==> config.mk <==
export PLATFORM = sky130hd
export DESIGN_NAME = gcpc_top
export DESIGN_NICKNAME = d
export VERILOG_FILES = /design/src/include/gcpc_pkg.sv /design/src/gcpc_top.sv /design/src/gcpc_synth.sv
export SDC_FILE = /design/constraint.sdc
export NUM_CORES = 1
export LEC_CHECK = 0
export ABC_AREA = 1
export ABC_CLOCK_PERIOD_IN_PS = 6600
export CORE_MARGIN = 2
export CORE_UTILIZATION = 65
export CTS_CLUSTER_SIZE = 12
export DETAILED_ROUTE_END_ITERATION = 16
export DONT_BUFFER_PORTS = 1
export GPL_TIMING_DRIVEN = 0
export PLACE_DENSITY = 0.91
export SETUP_SLACK_MARGIN = 0.3
export SLEW_MARGIN = 20
export SYNTH_ARGS = -nofsm -noshare
export SYNTH_HDL_FRONTEND = slang
export SYNTH_SLANG_ARGS = --single-unit
==> constraint.sdc <==
create_clock -name hclk -period 6.6 [get_ports hclk]
set_input_delay 0.66 -clock hclk [delete_from_list [all_inputs] [get_ports hclk]]
set_output_delay 0.66 -clock hclk [all_outputs]
set_load 0.005 [all_outputs]
==> src/include/gcpc_pkg.sv <==
/*
 * Constants shared by the global clock / PLL control block: register
 * offsets, field positions, reset values and PLL model limits.
 * Assumes a 32-bit AHB-Lite bus and a single 125 MHz clock.
 */
`default_nettype none
package gcpc_pkg;
    // ==========================================================
    // Register map (byte offsets)
    localparam logic [11:0] OFF_CTRL = 12'h000;
    localparam logic [11:0] OFF_PLLCFG = 12'h004;
    localparam logic [11:0] OFF_ROUTE = 12'h008;
    localparam logic [11:0] OFF_PINS = 12'h00c;
    localparam logic [11:0] OFF_STATUS = 12'h010;
    localparam logic [11:0] OFF_MASK = 12'h014;
    localparam logic [11:0] OFF_STATE = 12'h018;
    // ==========================================================
    // Control register bits
    localparam int CT_PLL_RUN = 0;
    localparam int CT_BYPASS = 1;
    localparam int CT_FB_EXT = 2;
    localparam int CT_DLY_DYN = 3;
    localparam int CT_GATE_A = 4;
    localparam int CT_GATE_B = 5;
    localparam int CT_W = 6;
    // ==========================================================
    // PLL configuration fields
    localparam int PC_FB_LO = 0;
    localparam int PC_DIV_LO = 8;
    localparam int PC_DLY_LO = 16;
    localparam logic [6:0] FBDIV_RST = 7'h01;
    localparam logic [2:0] DIV_LOG_MAX = 3'h6;
    localparam int SER_BITS = 16;
    localparam logic [3:0] SER_LAST = 4'hf;
    localparam int LOCK_PERIODS = 8;
    // ==========================================================
    // Routing and pin fields
    localparam int RT_CLK_LO = 0;
    localparam int RT_SR_LO = 4;
    localparam int RT_CE_LO = 8;
    localparam int RT_LUT_LO = 16;
    localparam int LUT_MAX = 4;
    localparam int PN_OUT_LO = 8;
    localparam int NBUF = 8;
    localparam int NPIN = 6;
    // ==========================================================
    // Status / event bits and state register layout
    localparam int EV_LOCK_UP = 0;
    localparam int EV_LOCK_DN = 1;
    localparam int EV_ROUTE = 2;
    localparam int EV_DIV = 3;
    localparam int EV_SER = 4;
    localparam int EV_W = 5;
    localparam int ST_NET_LO = 8;
    localparam int ST_PIN_LO = 16;
    localparam int ST_CFG = 24;
    localparam logic [1:0] HRESP_OKAY = 2'h0;
endpackage
`default_nettype wire

==> src/gcpc_top.sv <==
/*
 * Global clock/control distribution and PLL control block with an
 * AHB-Lite register slave and one level interrupt.
 * Assumes every input is synchronous to hclk and that a single AHB
 * master issues whole-word single transfers.
 */
// Design decisions made here: the AHB-Lite slave port and the register offsets.
`default_nettype none
module gcpc_top
    import gcpc_pkg::*;
(
    input wire logic hclk,
    input wire logic hresetn,
    input wire logic hsel,
    input wire logic [31:0] haddr,
    input wire logic [1:0] htrans,
    input wire logic hwrite,
    input wire logic [2:0] hsize,
    input wire logic [31:0] hwdata,
    input wire logic hready,
    output logic hreadyout,
    output logic [1:0] hresp,
    output logic [31:0] hrdata,
    output logic irq,
    input wire logic cfg_busy,
    input wire logic [5:0] pin_in,
    output logic [5:0] pin_out,
    output logic [5:0] pin_oe_n,
    input wire logic slow_oscillator,
    input wire logic fast_oscillator,
    output logic [7:0] global_net_driver,
    output logic global_io_float_ctl,
    output logic global_reset,
    output logic tile_clk,
    output logic tile_sr,
    output logic tile_ce,
    output logic [7:0] tile_lut,
    input wire logic pll_ref_clock,
    input wire logic outside_fb_input,
    input wire logic [7:0] fine_delay_ctl,
    input wire logic pll_freeze_lowpower,
    input wire logic cfg_serial_clk,
    input wire logic cfg_serial_data,
    output logic synth_clk_global_out,
    output logic synth_clk_fabric_out,
    output logic pll_lock
);
    // ==========================================================
    // Helpers
    function automatic logic route_ok(input logic [31:0] w);
        route_ok = !w[RT_SR_LO] && w[RT_CE_LO]
            && $countones(w[RT_LUT_LO +: NBUF]) <= LUT_MAX;
    endfunction

    function automatic logic div_ok(input logic [2:0] d);
        div_ok = d <= DIV_LOG_MAX;
    endfunction

    logic [CT_W-1:0] ctrl_r;
    logic [6:0] fbdiv_r;
    logic [2:0] div_log_r;
    logic [7:0] sdelay_r, delay_eff, delay_d_r;
    logic [2:0] clk_sel_r, sr_sel_r, ce_sel_r;
    logic [7:0] lut_mask_r;
    logic [5:0] io_mode_r, io_val_r;
    logic [EV_W-1:0] status_r, mask_r, ev;
    logic [11:0] addr_r;
    logic wr_pend_r, rd_pend_r, rd_clr;
    logic [15:0] ser_sh_r;
    logic [3:0] ser_cnt_r;
    logic sclk_d_r, ser_load, lock_d_r, relock, frz, ref_hold_r;
    logic synth_raw, lock_raw, clk_nxt;
    logic [7:0] net_nxt;

    // ==========================================================
    // AHB-Lite slave: writes zero-wait, reads one wait state
    always_ff @(posedge hclk or negedge hresetn) begin
        if (!hresetn) begin
            addr_r <= 12'h000;
            wr_pend_r <= 1'b0;
            rd_pend_r <= 1'b0;
            hreadyout <= 1'b1;
        end else begin
            wr_pend_r <= 1'b0;
            rd_pend_r <= 1'b0;
            hreadyout <= 1'b1;
            if (hsel && hready && htrans[1]) begin
                addr_r <= haddr[11:0];
                wr_pend_r <= hwrite;
                rd_pend_r <= !hwrite;
                hreadyout <= hwrite; // Read stalls one cycle
            end
        end
    end

    // Response is always OKAY
    always_ff @(posedge hclk or negedge hresetn) begin
        if (!hresetn)
            hresp <= HRESP_OKAY;
        else
            hresp <= HRESP_OKAY;
    end

    // Read data mux; unmapped addresses read zero
    assign rd_clr = rd_pend_r && addr_r == OFF_STATUS;
    always_ff @(posedge hclk or negedge hresetn) begin
        if (!hresetn) begin
            hrdata <= 32'h0000_0000;
        end else if (rd_pend_r) begin
            unique case (addr_r)
                OFF_CTRL: hrdata <= {26'h0, ctrl_r};
                OFF_PLLCFG: hrdata <= {8'h00, sdelay_r, 5'h00, div_log_r,
                    1'b0, fbdiv_r};
                OFF_ROUTE: hrdata <= {8'h00, lut_mask_r, 5'h00, ce_sel_r,
                    1'b0, sr_sel_r, 1'b0, clk_sel_r};
                OFF_PINS: hrdata <= {18'h0, io_val_r, 2'h0, io_mode_r};
                OFF_STATUS: hrdata <= {27'h0, status_r};
                OFF_MASK: hrdata <= {27'h0, mask_r};
                OFF_STATE: hrdata <= {7'h00, cfg_busy, 2'h0, pin_in,
                    global_net_driver, 7'h00, pll_lock};
                default: hrdata <= 32'h0000_0000;
            endcase
        end
    end

    // ==========================================================
    // Control and routing registers
    always_ff @(posedge hclk or negedge hresetn) begin
        if (!hresetn) begin
            ctrl_r <= '0;
            mask_r <= '0;
            io_mode_r <= 6'h00;
            io_val_r <= 6'h00;
        end else if (wr_pend_r) begin
            unique case (addr_r)
                OFF_CTRL: ctrl_r <= hwdata[CT_W-1:0];
                OFF_MASK: mask_r <= hwdata[EV_W-1:0];
                OFF_PINS: begin
                    io_mode_r <= hwdata[NPIN-1:0];
                    io_val_r <= hwdata[PN_OUT_LO +: NPIN];
                end
                default: ;
            endcase
        end
    end

    // Illegal routing words are dropped whole
    always_ff @(posedge hclk or negedge hresetn) begin
        if (!hresetn) begin
            clk_sel_r <= 3'h0;
            sr_sel_r <= 3'h0;
            ce_sel_r <= 3'h1;
            lut_mask_r <= 8'h00;
        end else if (wr_pend_r && addr_r == OFF_ROUTE && route_ok(hwdata)) begin
            clk_sel_r <= hwdata[RT_CLK_LO +: 3];
            sr_sel_r <= hwdata[RT_SR_LO +: 3];
            ce_sel_r <= hwdata[RT_CE_LO +: 3];
            lut_mask_r <= hwdata[RT_LUT_LO +: NBUF];
        end
    end

    // PLL settings: serial frame wins over a bus write in one cycle
    assign ser_load = cfg_serial_clk && !sclk_d_r && ser_cnt_r == SER_LAST;
    always_ff @(posedge hclk or negedge hresetn) begin
        if (!hresetn) begin
            fbdiv_r <= FBDIV_RST;
            div_log_r <= 3'h0;
            sdelay_r <= 8'h00;
        end else if (ser_load) begin
            // Last bit is still on the data pin, so fields sit one lower
            fbdiv_r <= ser_sh_r[13:7];
            if (div_ok(ser_sh_r[6:4]))
                div_log_r <= ser_sh_r[6:4];
        end else if (wr_pend_r && addr_r == OFF_PLLCFG) begin
            fbdiv_r <= hwdata[PC_FB_LO +: 7];
            if (div_ok(hwdata[PC_DIV_LO +: 3]))
                div_log_r <= hwdata[PC_DIV_LO +: 3];
            sdelay_r <= hwdata[PC_DLY_LO +: 8];
        end
    end

    // Serial shifter, MSB first, sampled on serial clock rise
    always_ff @(posedge hclk or negedge hresetn) begin
        if (!hresetn) begin
            sclk_d_r <= 1'b0;
            ser_sh_r <= 16'h0000;
            ser_cnt_r <= 4'h0;
        end else begin
            sclk_d_r <= cfg_serial_clk;
            if (cfg_serial_clk && !sclk_d_r) begin
                ser_sh_r <= {ser_sh_r[14:0], cfg_serial_data};
                ser_cnt_r <= ser_cnt_r + 4'h1;
            end
        end
    end

    // ==========================================================
    // Events, sticky status (set beats read-clear) and interrupt
    assign ev[EV_LOCK_UP] = lock_raw && !lock_d_r;
    assign ev[EV_LOCK_DN] = !lock_raw && lock_d_r;
    assign ev[EV_ROUTE] = wr_pend_r && addr_r == OFF_ROUTE
        && !route_ok(hwdata);
    assign ev[EV_DIV] = wr_pend_r && addr_r == OFF_PLLCFG
        && !div_ok(hwdata[PC_DIV_LO +: 3]);
    assign ev[EV_SER] = ser_load;

    always_ff @(posedge hclk or negedge hresetn) begin
        if (!hresetn) begin
            status_r <= '0;
            lock_d_r <= 1'b0;
            irq <= 1'b0;
        end else begin
            lock_d_r <= lock_raw;
            status_r <= (rd_clr ? '0 : status_r) | ev;
            irq <= |(((rd_clr ? '0 : status_r) | ev) & mask_r);
        end
    end

    // ==========================================================
    // Global nets: pins and oscillators, muted during configuration
    always_comb begin
        net_nxt = {pin_in[5:4], fast_oscillator, slow_oscillator,
            pin_in[3:0]};
        net_nxt[7:6] = net_nxt[7:6] & ~io_mode_r[5:4];
        net_nxt[3:0] = net_nxt[3:0] & ~io_mode_r[3:0];
        if (cfg_busy)
            net_nxt = 8'h00;
    end

    always_ff @(posedge hclk or negedge hresetn) begin
        if (!hresetn) begin
            global_net_driver <= 8'h00;
            global_io_float_ctl <= 1'b1;
            global_reset <= 1'b1;
            pin_out <= 6'h00;
            pin_oe_n <= 6'h3f;
        end else begin
            global_net_driver <= net_nxt;
            global_io_float_ctl <= cfg_busy;
            global_reset <= cfg_busy;
            pin_out <= io_val_r;
            pin_oe_n <= cfg_busy ? 6'h3f : ~io_mode_r;
        end
    end

    // Tile inputs; set/reset forced while configuring
    always_ff @(posedge hclk or negedge hresetn) begin
        if (!hresetn) begin
            tile_clk <= 1'b0;
            tile_sr <= 1'b1;
            tile_ce <= 1'b0;
            tile_lut <= 8'h00;
        end else begin
            tile_clk <= net_nxt[clk_sel_r];
            tile_sr <= net_nxt[sr_sel_r] | cfg_busy;
            tile_ce <= net_nxt[ce_sel_r];
            tile_lut <= net_nxt & lut_mask_r;
        end
    end

    // ==========================================================
    // PLL control: delay source, relock on change, bypass and freeze
    assign delay_eff = ctrl_r[CT_DLY_DYN] ? fine_delay_ctl : sdelay_r;
    // A phase change or a serial settings load disturbs the loop, so lock is redone
    assign relock = delay_eff != delay_d_r || ser_load;
    assign frz = pll_freeze_lowpower && ctrl_r[CT_GATE_A]
        && ctrl_r[CT_GATE_B];
    assign clk_nxt = frz ? ref_hold_r
        : (ctrl_r[CT_BYPASS] ? pll_ref_clock : synth_raw);

    gcpc_synth u_synth (
        .hclk(hclk),
        .hresetn(hresetn),
        .run(ctrl_r[CT_PLL_RUN] && !frz),
        .ref_lvl(pll_ref_clock),
        .fb_lvl(outside_fb_input),
        .fb_external(ctrl_r[CT_FB_EXT]),
        .fbdiv(fbdiv_r),
        .div_log(div_log_r),
        .phase(delay_eff),
        .relock(relock),
        .synth_clk(synth_raw),
        .lock(lock_raw)
    );

    always_ff @(posedge hclk or negedge hresetn) begin
        if (!hresetn) begin
            delay_d_r <= 8'h00;
            ref_hold_r <= 1'b0;
            synth_clk_global_out <= 1'b0;
            synth_clk_fabric_out <= 1'b0;
            pll_lock <= 1'b0;
        end else begin
            delay_d_r <= delay_eff;
            if (!frz)
                ref_hold_r <= pll_ref_clock;
            synth_clk_global_out <= clk_nxt;
            synth_clk_fabric_out <= clk_nxt;
            pll_lock <= lock_raw && ctrl_r[CT_PLL_RUN];
        end
    end
endmodule
`default_nettype wire

==> src/gcpc_synth.sv <==
/*
 * Behavioural frequency synthesiser with lock detector.
 * Assumes the reference and external feedback levels are synchronous
 * to hclk and that the reference period exceeds the feedback divider.
 */
`default_nettype none
module gcpc_synth
    import gcpc_pkg::*;
(
    input wire logic hclk,
    input wire logic hresetn,
    input wire logic run,
    input wire logic ref_lvl,
    input wire logic fb_lvl,
    input wire logic fb_external,
    input wire logic [6:0] fbdiv,
    input wire logic [2:0] div_log,
    input wire logic [7:0] phase,
    input wire logic relock,
    output logic synth_clk,
    output logic lock
);
    logic ref_d_r, fb_d_r, tick, ref_rise, fb_rise, fb_src;
    logic [15:0] period_r, per_cnt_r, prev_per_r, acc_r, acc_sum;
    logic [7:0] fb_cnt_r, prev_fb_r;
    logic [5:0] div_cnt_r;
    logic [3:0] good_r;

    // ==========================================================
    // Edge detection and feedback source choice
    assign fb_src = fb_external ? fb_lvl : synth_clk;
    assign ref_rise = ref_lvl & ~ref_d_r;
    assign fb_rise = fb_src & ~fb_d_r;
    assign acc_sum = acc_r + {9'h000, fbdiv};
    assign tick = run && period_r != 16'h0000 && acc_sum >= period_r;

    always_ff @(posedge hclk or negedge hresetn) begin
        if (!hresetn) begin
            ref_d_r <= 1'b0;
            fb_d_r <= 1'b0;
        end else begin
            ref_d_r <= ref_lvl;
            fb_d_r <= fb_src;
        end
    end

    // Reference period measurement
    always_ff @(posedge hclk or negedge hresetn) begin
        if (!hresetn) begin
            per_cnt_r <= 16'h0000;
            period_r <= 16'h0000;
        end else if (ref_rise) begin
            per_cnt_r <= 16'h0001;
            period_r <= per_cnt_r;
        end else if (per_cnt_r != 16'hffff) begin
            per_cnt_r <= per_cnt_r + 16'h0001;
        end
    end

    // Accumulator gives fbdiv ticks per reference period
    always_ff @(posedge hclk or negedge hresetn) begin
        if (!hresetn) begin
            acc_r <= 16'h0000;
        end else if (relock || !run) begin
            acc_r <= {8'h00, phase}; // Phase preload shifts the edges
        end else if (tick) begin
            acc_r <= acc_sum - period_r;
        end else begin
            acc_r <= acc_sum;
        end
    end

    // Output divider, power-of-two only
    always_ff @(posedge hclk or negedge hresetn) begin
        if (!hresetn) begin
            div_cnt_r <= 6'h00;
            synth_clk <= 1'b0;
        end else if (!run) begin
            div_cnt_r <= 6'h00;
            synth_clk <= 1'b0;
        end else if (tick) begin
            if (div_cnt_r >= 6'((7'h01 << div_log) - 7'h01)) begin
                div_cnt_r <= 6'h00;
                synth_clk <= ~synth_clk;
            end else begin
                div_cnt_r <= div_cnt_r + 6'h01;
            end
        end
    end

    // Lock: stable period and feedback count over several periods
    always_ff @(posedge hclk or negedge hresetn) begin
        if (!hresetn) begin
            fb_cnt_r <= 8'h00;
            prev_fb_r <= 8'h00;
            prev_per_r <= 16'h0000;
            good_r <= 4'h0;
            lock <= 1'b0;
        end else if (!run || relock) begin
            fb_cnt_r <= 8'h00;
            good_r <= 4'h0;
            lock <= 1'b0;
        end else if (ref_rise) begin
            fb_cnt_r <= 8'h00;
            prev_fb_r <= fb_cnt_r;
            prev_per_r <= per_cnt_r;
            if (per_cnt_r == prev_per_r && fb_cnt_r != 8'h00
                    && fb_cnt_r == prev_fb_r) begin
                if (good_r != 4'(LOCK_PERIODS))
                    good_r <= good_r + 4'h1;
                else
                    lock <= 1'b1;
            end else begin
                good_r <= 4'h0;
                lock <= 1'b0;
            end
        end else if (fb_rise && fb_cnt_r != 8'hff) begin
            fb_cnt_r <= fb_cnt_r + 8'h01;
        end
    end
endmodule
`default_nettype wire

# Word-level counts from Yosys, hierarchy flattened
# Cells that the tools add are included.
[word_totals]
regBits = 268
out_inout_bits = 72
[op_classes]
n_addsub = 15
order_cmp = 8
n_eq_ne = 18
shifts = 1
mux = 44
bitwise = 16
reduce_logical = 52
[ops]
columns = ["operator", "count"]
rows = [
  ["$pmux 25 s7", 1],
  ["$mux 16", 4],
  ["$mux 8", 5],
  ["$eq 12x5->1 const B", 3],
  ["$eq 12x4->1 const B", 2],
  ["$mux 6", 4],
  ["$logic_and 1x1->1", 23],
  ["$add 16x1->16 const B", 1],
  ["$add 16x7->16", 1],
  ["$eq 16x16->1", 1],
  ["$ge 16x16->1", 1],
  ["$mux 1", 16],
  ["$mux 4", 4],
  ["$ne 16x16->1 const B", 1],
  ["$reduce_and 2->1", 8],
  ["$reduce_bool 16->1", 1],
  ["$sub 16x16->16", 1],
  ["$mux 7", 2],
  ["$eq 12x3->1 const B", 1],
  ["$logic_not 12->1", 1],
  ["$lt 3x4->1 const B", 3],
  ["$mux 3", 4],
  ["$bmux 1 s3", 3],
  ["$logic_not 1->1", 9],
  ["37 further kinds", 54],
]

# Longest topological paths before layout
# Gate-level depths: netlist of run 1.
[logic_depth]
word_depth = 10
mapped_depth = 23
depth_no_buf = 22

# Modules after synthesis
# From an unflattened synthesis of run 1, not the netlist that was laid out.
[hier_totals]
cells_unflattened = 1831
hier_area_um2 = 14056.0
[by_module_without_submodules]
columns = ["mod", "n_inst", "cells_per_inst", "area_per_inst_um2", "seq_area_each_um2"]
rows = [
  ["gcpc_top", 1, 863, 7542.2, 4167.7],
  ["gcpc_synth", 1, 968, 6513.7, 2352.3],
]

# Least setup slack after synthesis of run 1
# No wires, ideal clock.
[synth_path]
kind = "input to register"
startpoint = "input port hwdata[16]"
endpoint = "register clk_sel_r[0]"
setup_time_ps = 122
arrival_time_ps = 3586
required_ps = 6478
setup_slack_ps = 2892
stages = 14
path_cell_list = "inv_1 -> fa_1 -> fa_1 -> fa_1 -> inv_1 -> ha_1 -> inv_1 -> fa_1 -> or2_2 -> o211ai_1 -> nand4_1 -> buf_2 -> nand2_1 -> o21ai_1"
[synth_between]
elab_chain_cells = 6
[synth_lines]
columns = ["item", "line_no", "text"]
rows = [
  ["start, declared", "gcpc_top.sv:19", "input wire logic [31:0] hwdata,"],
  ["$add 1x1->2", "gcpc_top.sv:52", "&& $countones(w[RT_LUT_LO +: NBUF]) <= LUT_MAX;"],
  ["$add 2x2->3", "gcpc_top.sv:52", ""],
  ["$add 3x3->4", "gcpc_top.sv:52", ""],
  ["$le 4x3->1", "gcpc_top.sv:52", ""],
  ["$logic_and 1x1->1", "gcpc_top.sv:52", ""],
  ["$logic_and 1x1->1", "gcpc_top.sv:154", "end else if (wr_pend_r && addr_r == OFF_ROUTE && route_ok(hwdata)) begin"],
  ["end signal, assigned", "gcpc_top.sv:155", "clk_sel_r <= hwdata[RT_CLK_LO +: 3];"],
  ["end, declared", "gcpc_top.sv:63", "logic [2:0] clk_sel_r, sr_sel_r, ce_sel_r;"],
]
# Every way passes these cells.
# A chain may end at the register's enable or synchronous reset.

# Worst setup path in the final report of run 1
[layout_path]
startpoint = "register fbdiv_r[0]"
endpoint = "register u_synth.div_cnt_r[5]"
[layout_between]
elab_chain_cells = 4
[layout_lines]
columns = ["item", "line_no", "text"]
rows = [
  ["start, declared", "gcpc_top.sv:60", "logic [6:0] fbdiv_r;"],
  ["start signal, assigned", "gcpc_top.sv:171", "fbdiv_r <= ser_sh_r[13:7];"],
  ["start signal, assigned", "gcpc_top.sv:175", "fbdiv_r <= hwdata[PC_FB_LO +: 7];"],
  ["$add 16x7->16", "gcpc_synth.sv:34", "assign acc_sum = acc_r + {9'h000, fbdiv};"],
  ["$ge 16x16->1", "gcpc_synth.sv:35", "assign tick = run && period_r != 16'h0000 && acc_sum >= period_r;"],
  ["$logic_and 1x1->1", "gcpc_synth.sv:35", ""],
  ["$ne 2x2->1 (no source line)", "n/a", ""],
  ["end signal, assigned", "gcpc_synth.sv:86", "div_cnt_r <= div_cnt_r + 6'h01;"],
  ["end, declared", "gcpc_synth.sv:26", "logic [5:0] div_cnt_r;"],
]
# Every way passes these cells.

==> flow_summary_export.csv, run 1 <==
group,metric,value,unit
status,status,"finished with violations",
status,violations,"negative hold slack",
finish,regArea,6520,um^2
setup_path,slowest_stage,"dfstp_2",
synth,synth_top_area_frac,0.451,
floorplanning,die-area,22400,um^2
synth,synth.top_cells.by_count,"nand2_1 (564), dfrtp_1 (249), inv_1 (227)",
finish,syn_to_final_growth,9.34,%
sta,tns,0,ns
floorplanning,die_y,150,um
synth,synthTopCellsByArea,"dfrtp_1 (45%), nand2_1 (15%), inv_1 (6.2%), o21ai_0 (4.9%), nor2_1 (3.9%)",
place,routabilityCongestion,0.936,
clock_network,clk_latency,0.54,ns
setup_path,cp-start-kind,"flop",
finish,n_fill_cell,1550,
hold_path,holdCritPathClass,"in -> async",
sta,fin_skew,0.00988,ns
clock_network,cts_root_buf,"clkbuf_16",
clock_network,cts-buffers-inserted,28,
routing,drc,0,
finish,drive_gt1_frac,0.0710,
global_route,grt_max_degree,261,
setup_path,path_common_cell,"nand2_1",
job,maxCapViolCount,0,
sta,post-route-period-util,0.605,
clock_network,cts_buffer_depth,3,
synth,synth_top_flop_cell,"dfrtp_1",
sta,worstMarginPinSlew,0.653,ns
synth,synth.most_common_cell,"nand2_1",
finish,fin_nets,1967,
synth,netlist-cell-type-count,49,
synth,synth-edff-count,0,
sta,rsz0062_at_grt,"false",
floorplanning,core.rowCount,53,
setup_path,r2r_start,"fbdiv_r[0]$_DFFE_PN1P_",
setup_path,critPathArrivalTime,4.42,ns
setup_path,reg2regPathDepth,21,
setup_path,crit_type,"reg -> reg",
sta,slew_violations,0,
pwr,p_per_area,278,nW/um^2
sta,hold_viol,251,
routing,viasPerCell,5.89,
global_route,antenna_found_initial,0,
pwr,leakagePower,7.78,nW
setup_path,cp_cell_sequence,"ha_1 > fa_1 > nand2_1 > nand2_1 > o21ai_0 > o21ai_0 > xor2_1 > inv_1 > ha_1 > nand2_1 > nor2_1 > nand3_1 > nand3_1 > nand2_1 > nand2_2 > nand2_2 > nand2_1 > buf_4 > nand2_1 > nand2_1 > nand2_1",
finish,n_antenna_cell,0,
global_route,grt_pass1_wl,59600,um
place,io_buffers,0,
clock_network,clock_sinks,260,
clock_network,cts_tree,"built",
synth,syn_inst,1787,
routing,drt-initial-drc-count,1458,
routing,wire_per_inst,17.4,um
setup_path,r2r-end,"u_synth.div_cnt_r[5]$_DFFE_PN0P_",
synth,ys_ff_latch,260,
floorplanning,ios,168,
routing,drt-pass1-iter-count,6,
global_route,track_usage,0.334,
synth,synth_area,13800,um^2
sta,setup_violations,0,
routing,finalWirelength,36900,um
floorplanning,start_util,0.659,
setup_path,endpoint_kind,"flop",
place,placedInstanceArea,14200,um^2
finish,multiInputGateArea,6140,um^2
global_route,grt_pass1_vias,12100,
setup_path,slowest_delay,0.57,ns
sta,max_freq,0.250,GHz
routing,vias,12500,
floorplanning,core,21000,um^2
synth,yosysTopAreaCell,"dfrtp_1",
synth,syn_avg_cell_area,7.73,um^2
setup_path,crit_path_max_fanout,10,
synth,yosys_warnings,0,
floorplanning,die_w,150,um
finish,postLayoutCellArea,15100,um^2
clock_network,htree_levels,1,
sta,holdWs,-0.182,ns
setup_path,r2r_setup_slack,2.61,ns
sta,fin_crit,3.99,ns
global_route,gr-total-overflow,0,
routing,ant_nets,0,
place,hpwl,26300,um
clock_network,clkTransAtPathRegs,0.06,ns
setup_path,required,7.03,ns
synth,seq_area_frac_synth,0.472,
sta,max_slew_margin,0.564,
pwr,peakVddDrop,0.218,mV
synth,async_reset_ff_frac,1.00,
-- worst max-delay path: cells and delay by family, from the launching register on --
family | cells | cell delay [ns]
simple gates | 13 | 1.45
fa+ha+maj | 3 | 0.76
flops | 1 | 0.57
compound gates | 2 | 0.57
buf+inv | 2 | 0.27
xor+xnor | 1 | 0.26
-- registers in the layout (all words and copies together) (netlist names), 6 cells and up --
| register | count |
|---|---|
| u_synth.prev_per_r | 16 |
| hrdata | 24 |
| u_synth.fb_cnt_r | 8 |
| u_synth.per_cnt_r | 16 |
| addr_r | 12 |
| io_mode_r | 6 |
| u_synth.period_r | 16 |
| pin_out | 6 |
| delay_d_r | 8 |
| fbdiv_r | 7 |
| sdelay_r | 8 |
| u_synth.prev_fb_r | 8 |
| ctrl_r | 6 |
| io_val_r | 6 |
| tile_lut | 8 |
| u_synth.div_cnt_r | 6 |
| u_synth.acc_r | 16 |
| ser_sh_r | 14 |
| global_net_driver | 8 |
| pin_oe_n | 6 |
| lut_mask_r | 8 |
-- how the worst max path moves through the flow --
| stage | to | from |
|---|---|---|
| 2_1_floorplan | clk_sel_r[0]$_DFFE_PN0P_ | hwdata[16] |
| 3_3_place_gp | clk_sel_r[0]$_DFFE_PN0P_ | hwdata[17] |
| 4_1_cts | u_synth.div_cnt_r[5]$_DFFE_PN0P_ | fbdiv_r[0]$_DFFE_PN1P_ |
| 5_1_grt | u_synth.div_cnt_r[5]$_DFFE_PN0P_ | fbdiv_r[0]$_DFFE_PN1P_ |
| 3_5_place_dp | lut_mask_r[4]$_DFFE_PN0P_ | hwdata[17] |
| 6_report | u_synth.div_cnt_r[5]$_DFFE_PN0P_ | fbdiv_r[0]$_DFFE_PN1P_ |
-- layout make-up --
| class | instances | area share |
|---|---|---|
| Tap cell | 275 | 0.0228 |
| Clock buffer | 43 | 0.0529 |
| Clock inverter | 7 | 0.00754 |
| Multi-Input combinational cell | 1249 | 0.407 |
| Sequential cell | 260 | 0.432 |
| Buffer | 57 | 0.0211 |
| Inverter | 230 | 0.0572 |
-- cell usage in the layout, fill, tap and decap left out, drive strengths merged --
cell,Yosys,final
a31oi,3,3
or2,3,3
buf,33,33
clkbuf,24,67
fa,6,6
nor2b,1,1
o21bai,2,2
mux2,10,10
o211ai,2,2
o221ai,7,7
nor3b,2,2
o31ai,1,1
a32oi,1,1
a21boi,1,1
nor3,22,22
bufinv,0,3
xnor2,15,15
a22o,3,3
conb,1,10
nand3,95,95
nand3b,9,9
xor2,17,17
o21ai,160,160
a21oi,78,78
a211oi,1,1
nand4,20,20
or3,2,2
and2,5,5
inv,230,230
ha,39,39
o22ai,4,4
a21o,1,1
nand2,575,575
dfrtp,249,249
nor2,152,152
nor4,2,2
clkinv,0,4
dfstp,11,11
-- per-layer routing --
| layer | wire length, um | track usage | vias up |
|---|---|---|---|
| met1 | 14500 | 0.448 | 5889 |
| met3 | 3420 | 0.0515 | 129 |
| li1 | - | - | 5738 |
| met4 | 1380 | 0.125 | 0 |
| met5 | 0 | 0 | - |
| met2 | 17600 | 0.554 | 745 |
-- where the power goes --
| group | switching, mW | total (mW) | internal, mW |
|---|---|---|---|
| sequential | 0.0968 | 1.80 | 1.71 |
| combinational | 0.542 | 0.840 | 0.298 |
| clock | 0.613 | 1.56 | 0.945 |
-- through the flow --
step / hold slack (ns) / power, mW / instances / worst slack [ns] / utilization
6_report: -0.182 / 4.20 / 2121 / 2.61 / 0.721
2_1_floorplan: 0.364 / 2.42 / 1796 / 2.89 / -
3_3_place_gp: 0.369 / 2.57 / 2071 / 2.57 / 0.677
5_1_grt: -0.192 / 4.39 / 2121 / 2.27 / 0.721
4_1_cts: -0.191 / 4.18 / 2121 / 2.68 / 0.721
3_5_place_dp: 0.370 / 2.62 / 2071 / 2.49 / 0.677
-- timing repair --
item | CTS | global route
gates resized for setup | 0 | 0
hold endpoints to repair | 258 | 252
setup buffers | 0 | 0
setup endpoints to repair | 0 | 0
-- cells by family (layout without fill, tap and decap cells) --
kind of cell               Yosys count  in the layout  synth area share
and+or+nand+nor                    888            888             0.266
buffers and inverters              287            337            0.0856
AOI/OAI and AO/OA                  264            264             0.104
DFF                                260            260             0.472
adders and majority gates           45             45            0.0440
xor gates and xnor gates            32             32            0.0203
muxes                               10             10           0.00815
other                                1             10          0.000272
Note: power is estimated with default switching activity, not from simulation.
==> run 2, diff against run 1 <==
--- a/config.mk
+++ b/config.mk
@@ -5,15 +5,15 @@
 export SDC_FILE = /design/constraint.sdc
 export NUM_CORES = 1
 export LEC_CHECK = 0
-export ABC_AREA = 1
-export ABC_CLOCK_PERIOD_IN_PS = 6600
+export ABC_AREA = 0
+export ABC_CLOCK_PERIOD_IN_PS = 4200
 export CORE_MARGIN = 2
-export CORE_UTILIZATION = 65
+export CORE_UTILIZATION = 64
 export CTS_CLUSTER_SIZE = 12
 export DETAILED_ROUTE_END_ITERATION = 16
 export DONT_BUFFER_PORTS = 1
 export GPL_TIMING_DRIVEN = 0
-export PLACE_DENSITY = 0.91
+export PLACE_DENSITY = 0.9
 export SETUP_SLACK_MARGIN = 0.3
 export SLEW_MARGIN = 20
 export SYNTH_ARGS = -nofsm -noshare
==> constraint.sdc (replaced) <==
create_clock -name hclk -period 4.2 [get_ports hclk]
set_input_delay 0.42 -clock hclk [delete_from_list [all_inputs] [get_ports hclk]]
set_output_delay 0.42 -clock hclk [all_outputs]
set_load 0.005 [all_outputs]
==> run 2 against run 1 <==
  * The flow still finishes with violations (negative hold slack)
  * Highest routed layer is now met5
  * Critical path depth fell by 5
  * Routed wire length rose by 0.39%
  * Synthesized cell count fell by 35%
  * Clock skew rose by 0.017 ns
  * Design area fell by 2.8%
==> flow_summary_export.csv, run 2 <==
group,metric,value,unit
clock_network,cts_tree,"built",
sta,fin_crit,4.10,ns
synth,syn_inst,1168,
floorplanning,die_w,146,um
pwr,p_total,7.22,mW
synth,synth.most_common_cell,"dfrtp_1",
sta,setup_violations,0,
sta,hold_viol,260,
job,maxCapViolCount,0,
sta,max_slew_margin,0.171,
setup_path,path_common_cell,"buf_4",
setup_path,slowest_delay,0.61,ns
routing,wire_per_inst,24.4,um
setup_path,crit_type,"reg -> reg",
status,violations,"negative hold slack",
sta,fin_skew,0.0264,ns
global_route,gr-total-overflow,0,
synth,synth_top_area_frac,0.482,
sta,tns,0,ns
global_route,grt_pass1_vias,9932,
sta,holdWs,-0.425,ns
synth,netlist-cell-type-count,63,
synth,async_reset_ff_frac,1.00,
status,status,"finished with violations",
hold_path,holdCritPathClass,"in -> async",
clock_network,cts_hold_buf,3,
routing,drt-initial-drc-count,1415,
sta,post-route-period-util,0.977,
finish,fin_cells,1517,
routing,viasPerCell,6.73,
global_route,track_usage,0.315,
synth,ys_ff_latch,260,
finish,largest_reg_flops,24,
routing,finalWirelength,37000,um
setup_path,crit_path_max_fanout,6,
place,io_buffers,0,
sta,rsz0062_at_grt,"true",
synth,synth.top_cells.by_count,"dfrtp_1 (249), mux2_2 (80), inv_1 (78), nand2_1 (78), nor2_1 (69)",
place,hpwl,22500,um
floorplanning,die_y,146,um
synth,synth-edff-count,0,
floorplanning,start_util,0.658,
setup_path,slowest_stage,"dfstp_2",
routing,ant_nets,0,
synth,synth_top_flop_cell,"dfrtp_1",
clock_network,clkTransAtPathRegs,0.07,ns
finish,utilization,0.747,
synth,synth_area,12900,um^2
clock_network,cts_buffer_depth,3,
routing,drt-pass1-iter-count,8,
finish,fin_nets,1374,
finish,final_cell_mix,"dfrtp_1 (246), mux2_2 (80), inv_1 (78)",
global_route,grt_max_degree,261,
sta,layout_setup_ws,0.0966,ns
global_route,antenna_found_initial,2,
routing,vias,10200,
place,pre_cts_slack,-0.441,ns
pwr,p_per_area,492,nW/um^2
setup_path,critPathArrivalTime,4.59,ns
finish,n_fill_cell,1163,
routing,drc,0,
synth,syn_avg_cell_area,11.1,um^2
floorplanning,core,19700,um^2
clock_network,clk_latency,0.56,ns
finish,layout_commonest_cell,"dfrtp_1",
floorplanning,die-area,21300,um^2
synth,synthTopCellsByArea,"dfrtp_1 (48%), mux2_2 (7.0%), ha_1 (3.8%), xnor2_1 (2.8%), xor2_1 (2.8%)",
setup_path,r2r_setup_slack,0.1,ns
place,placed_cells,1442,
synth,seq_area_frac_synth,0.505,
pwr,peakVddDrop,0.343,mV
finish,postLayoutCellArea,14700,um^2
place,placedInstanceArea,13300,um^2
clock_network,clock_sinks,260,
sta,slew_violations,0,
clock_network,htree_levels,1,
floorplanning,core.rowCount,51,
setup_path,endpoint_kind,"flop",
setup_path,required,4.69,ns
clock_network,cts_root_buf,"clkbuf_16",
place,routabilityCongestion,0.936,
synth,yosysTopAreaCell,"dfrtp_1",
synth,yosys_warnings,0,
pwr,leakagePower,6.63,nW
finish,regMostFlops,"hrdata",
setup_path,cp-start-kind,"flop",
clock_network,cts-buffers-inserted,27,
sta,worstMarginPinSlew,1.24,ns
finish,drive_gt1_frac,0.201,
finish,syn_to_final_growth,13.6,%
global_route,grt_pass1_wl,53500,um
sta,max_freq,0.244,GHz
setup_path,cp_cell_sequence,"ha_4 > fa_2 > a21oi_4 > buf_4 > buf_4 > o21bai_1 > xor2_1 > ha_1 > nand4_1 > or4_4 > o2bb2ai_4 > o21ba_4 > buf_8 > nor2_1 > a21oi_1 > mux2_2",
floorplanning,ios,168,
==> run 2: worst max-delay path, delay by kind of cell (launching register included) <==
kind                       cells  cell delay, ns
AOI/OAI and AO/OA              5            0.96
xor gates and xnor gates       1            0.15
adders and majority gates      3            0.89
buffers and inverters          3            0.40
DFF                            1            0.61
muxes                          1            0.25
and+or+nand+nor                3            0.76
==> run 2: what timing repair did <==
| item | 4_1_cts | 5_1_grt |
|---|---|---|
| pin swaps | 10 | 19 |
| hold endpoints to repair | 263 | 260 |
| cloned | 0 | 2 |
| setup endpoints to repair | 32 | 31 |
| buffers inserted | 6 | 16 |
| resized for setup | 30 | 41 |
==> run 2: worst paths after layout <==
kind | from | to | cells past startpoint
max | fbdiv_r[0]$_DFFE_PN1P_ | u_synth.acc_r[3]$_DFF_PN0_ | 16
min | hresetn | u_synth.fb_cnt_r[2]$_DFFE_PN0P_ | 0
max reg2reg | fbdiv_r[0]$_DFFE_PN1P_ | u_synth.acc_r[3]$_DFF_PN0_ | 16
min reg2reg | io_val_r[5]$_DFFE_PN0P_ | pin_out[5]$_DFF_PN0_ | 0
max in group asynchronous | hresetn | ce_sel_r[0]$_DFFE_PN1P_ | 0
min in group hclk | hwdata[6] | sr_sel_r[2]$_DFFE_PN0P_ | 1
==> run 2: cell families (layout without fill, tap and decap cells) <==
family / after synthesis / after routing / share of synthesized area
AND/OR/NAND/NOR: 295 / 295 / 0.115
flip-flops: 260 / 260 / 0.505
AO/OA/AOI/OAI: 214 / 214 / 0.108
buffers and inverters: 143 / 216 / 0.0483
multiplexers: 127 / 127 / 0.120
XOR/XNOR: 83 / 83 / 0.0562
adder cells (fa/ha/maj): 45 / 45 / 0.0471
other: 1 / 12 / 0.000290
==> run 2: layout make-up <==
cell class / instances / area (um^2) / area share
sequential: 260 / 6520 / 0.445
multi-input combinational: 774 / 6100 / 0.415
clock buffer: 42 / 772 / 0.0526
buffer: 65 / 369 / 0.0252
tap: 265 / 332 / 0.0226
inverter: 78 / 293 / 0.0200
timing repair buffer: 27 / 245 / 0.0167
clock inverter: 4 / 38.8 / 0.00264
antenna: 2 / 5.00 / 0.000341
==> run 2: report_power, final <==
part           internal (mW)  total, mW  switching (mW)
sequential              2.75       3.01           0.260
combinational          0.855       1.96            1.11
clock                   1.26       2.25           0.989
==> run 2: metal layers <==
| metal | share of wire | track usage | vias up | routed length, um |
|---|---|---|---|---|
| met4 | 0.072 | 0.141 | 2 | 2650 |
| li1 | - | - | 4232 | - |
| met2 | 0.45 | 0.495 | 780 | 16700 |
| met5 | 0.00035 | 0 | - | 13 |
| met1 | 0.36 | 0.409 | 4955 | 13300 |
| met3 | 0.12 | 0.0928 | 241 | 4300 |
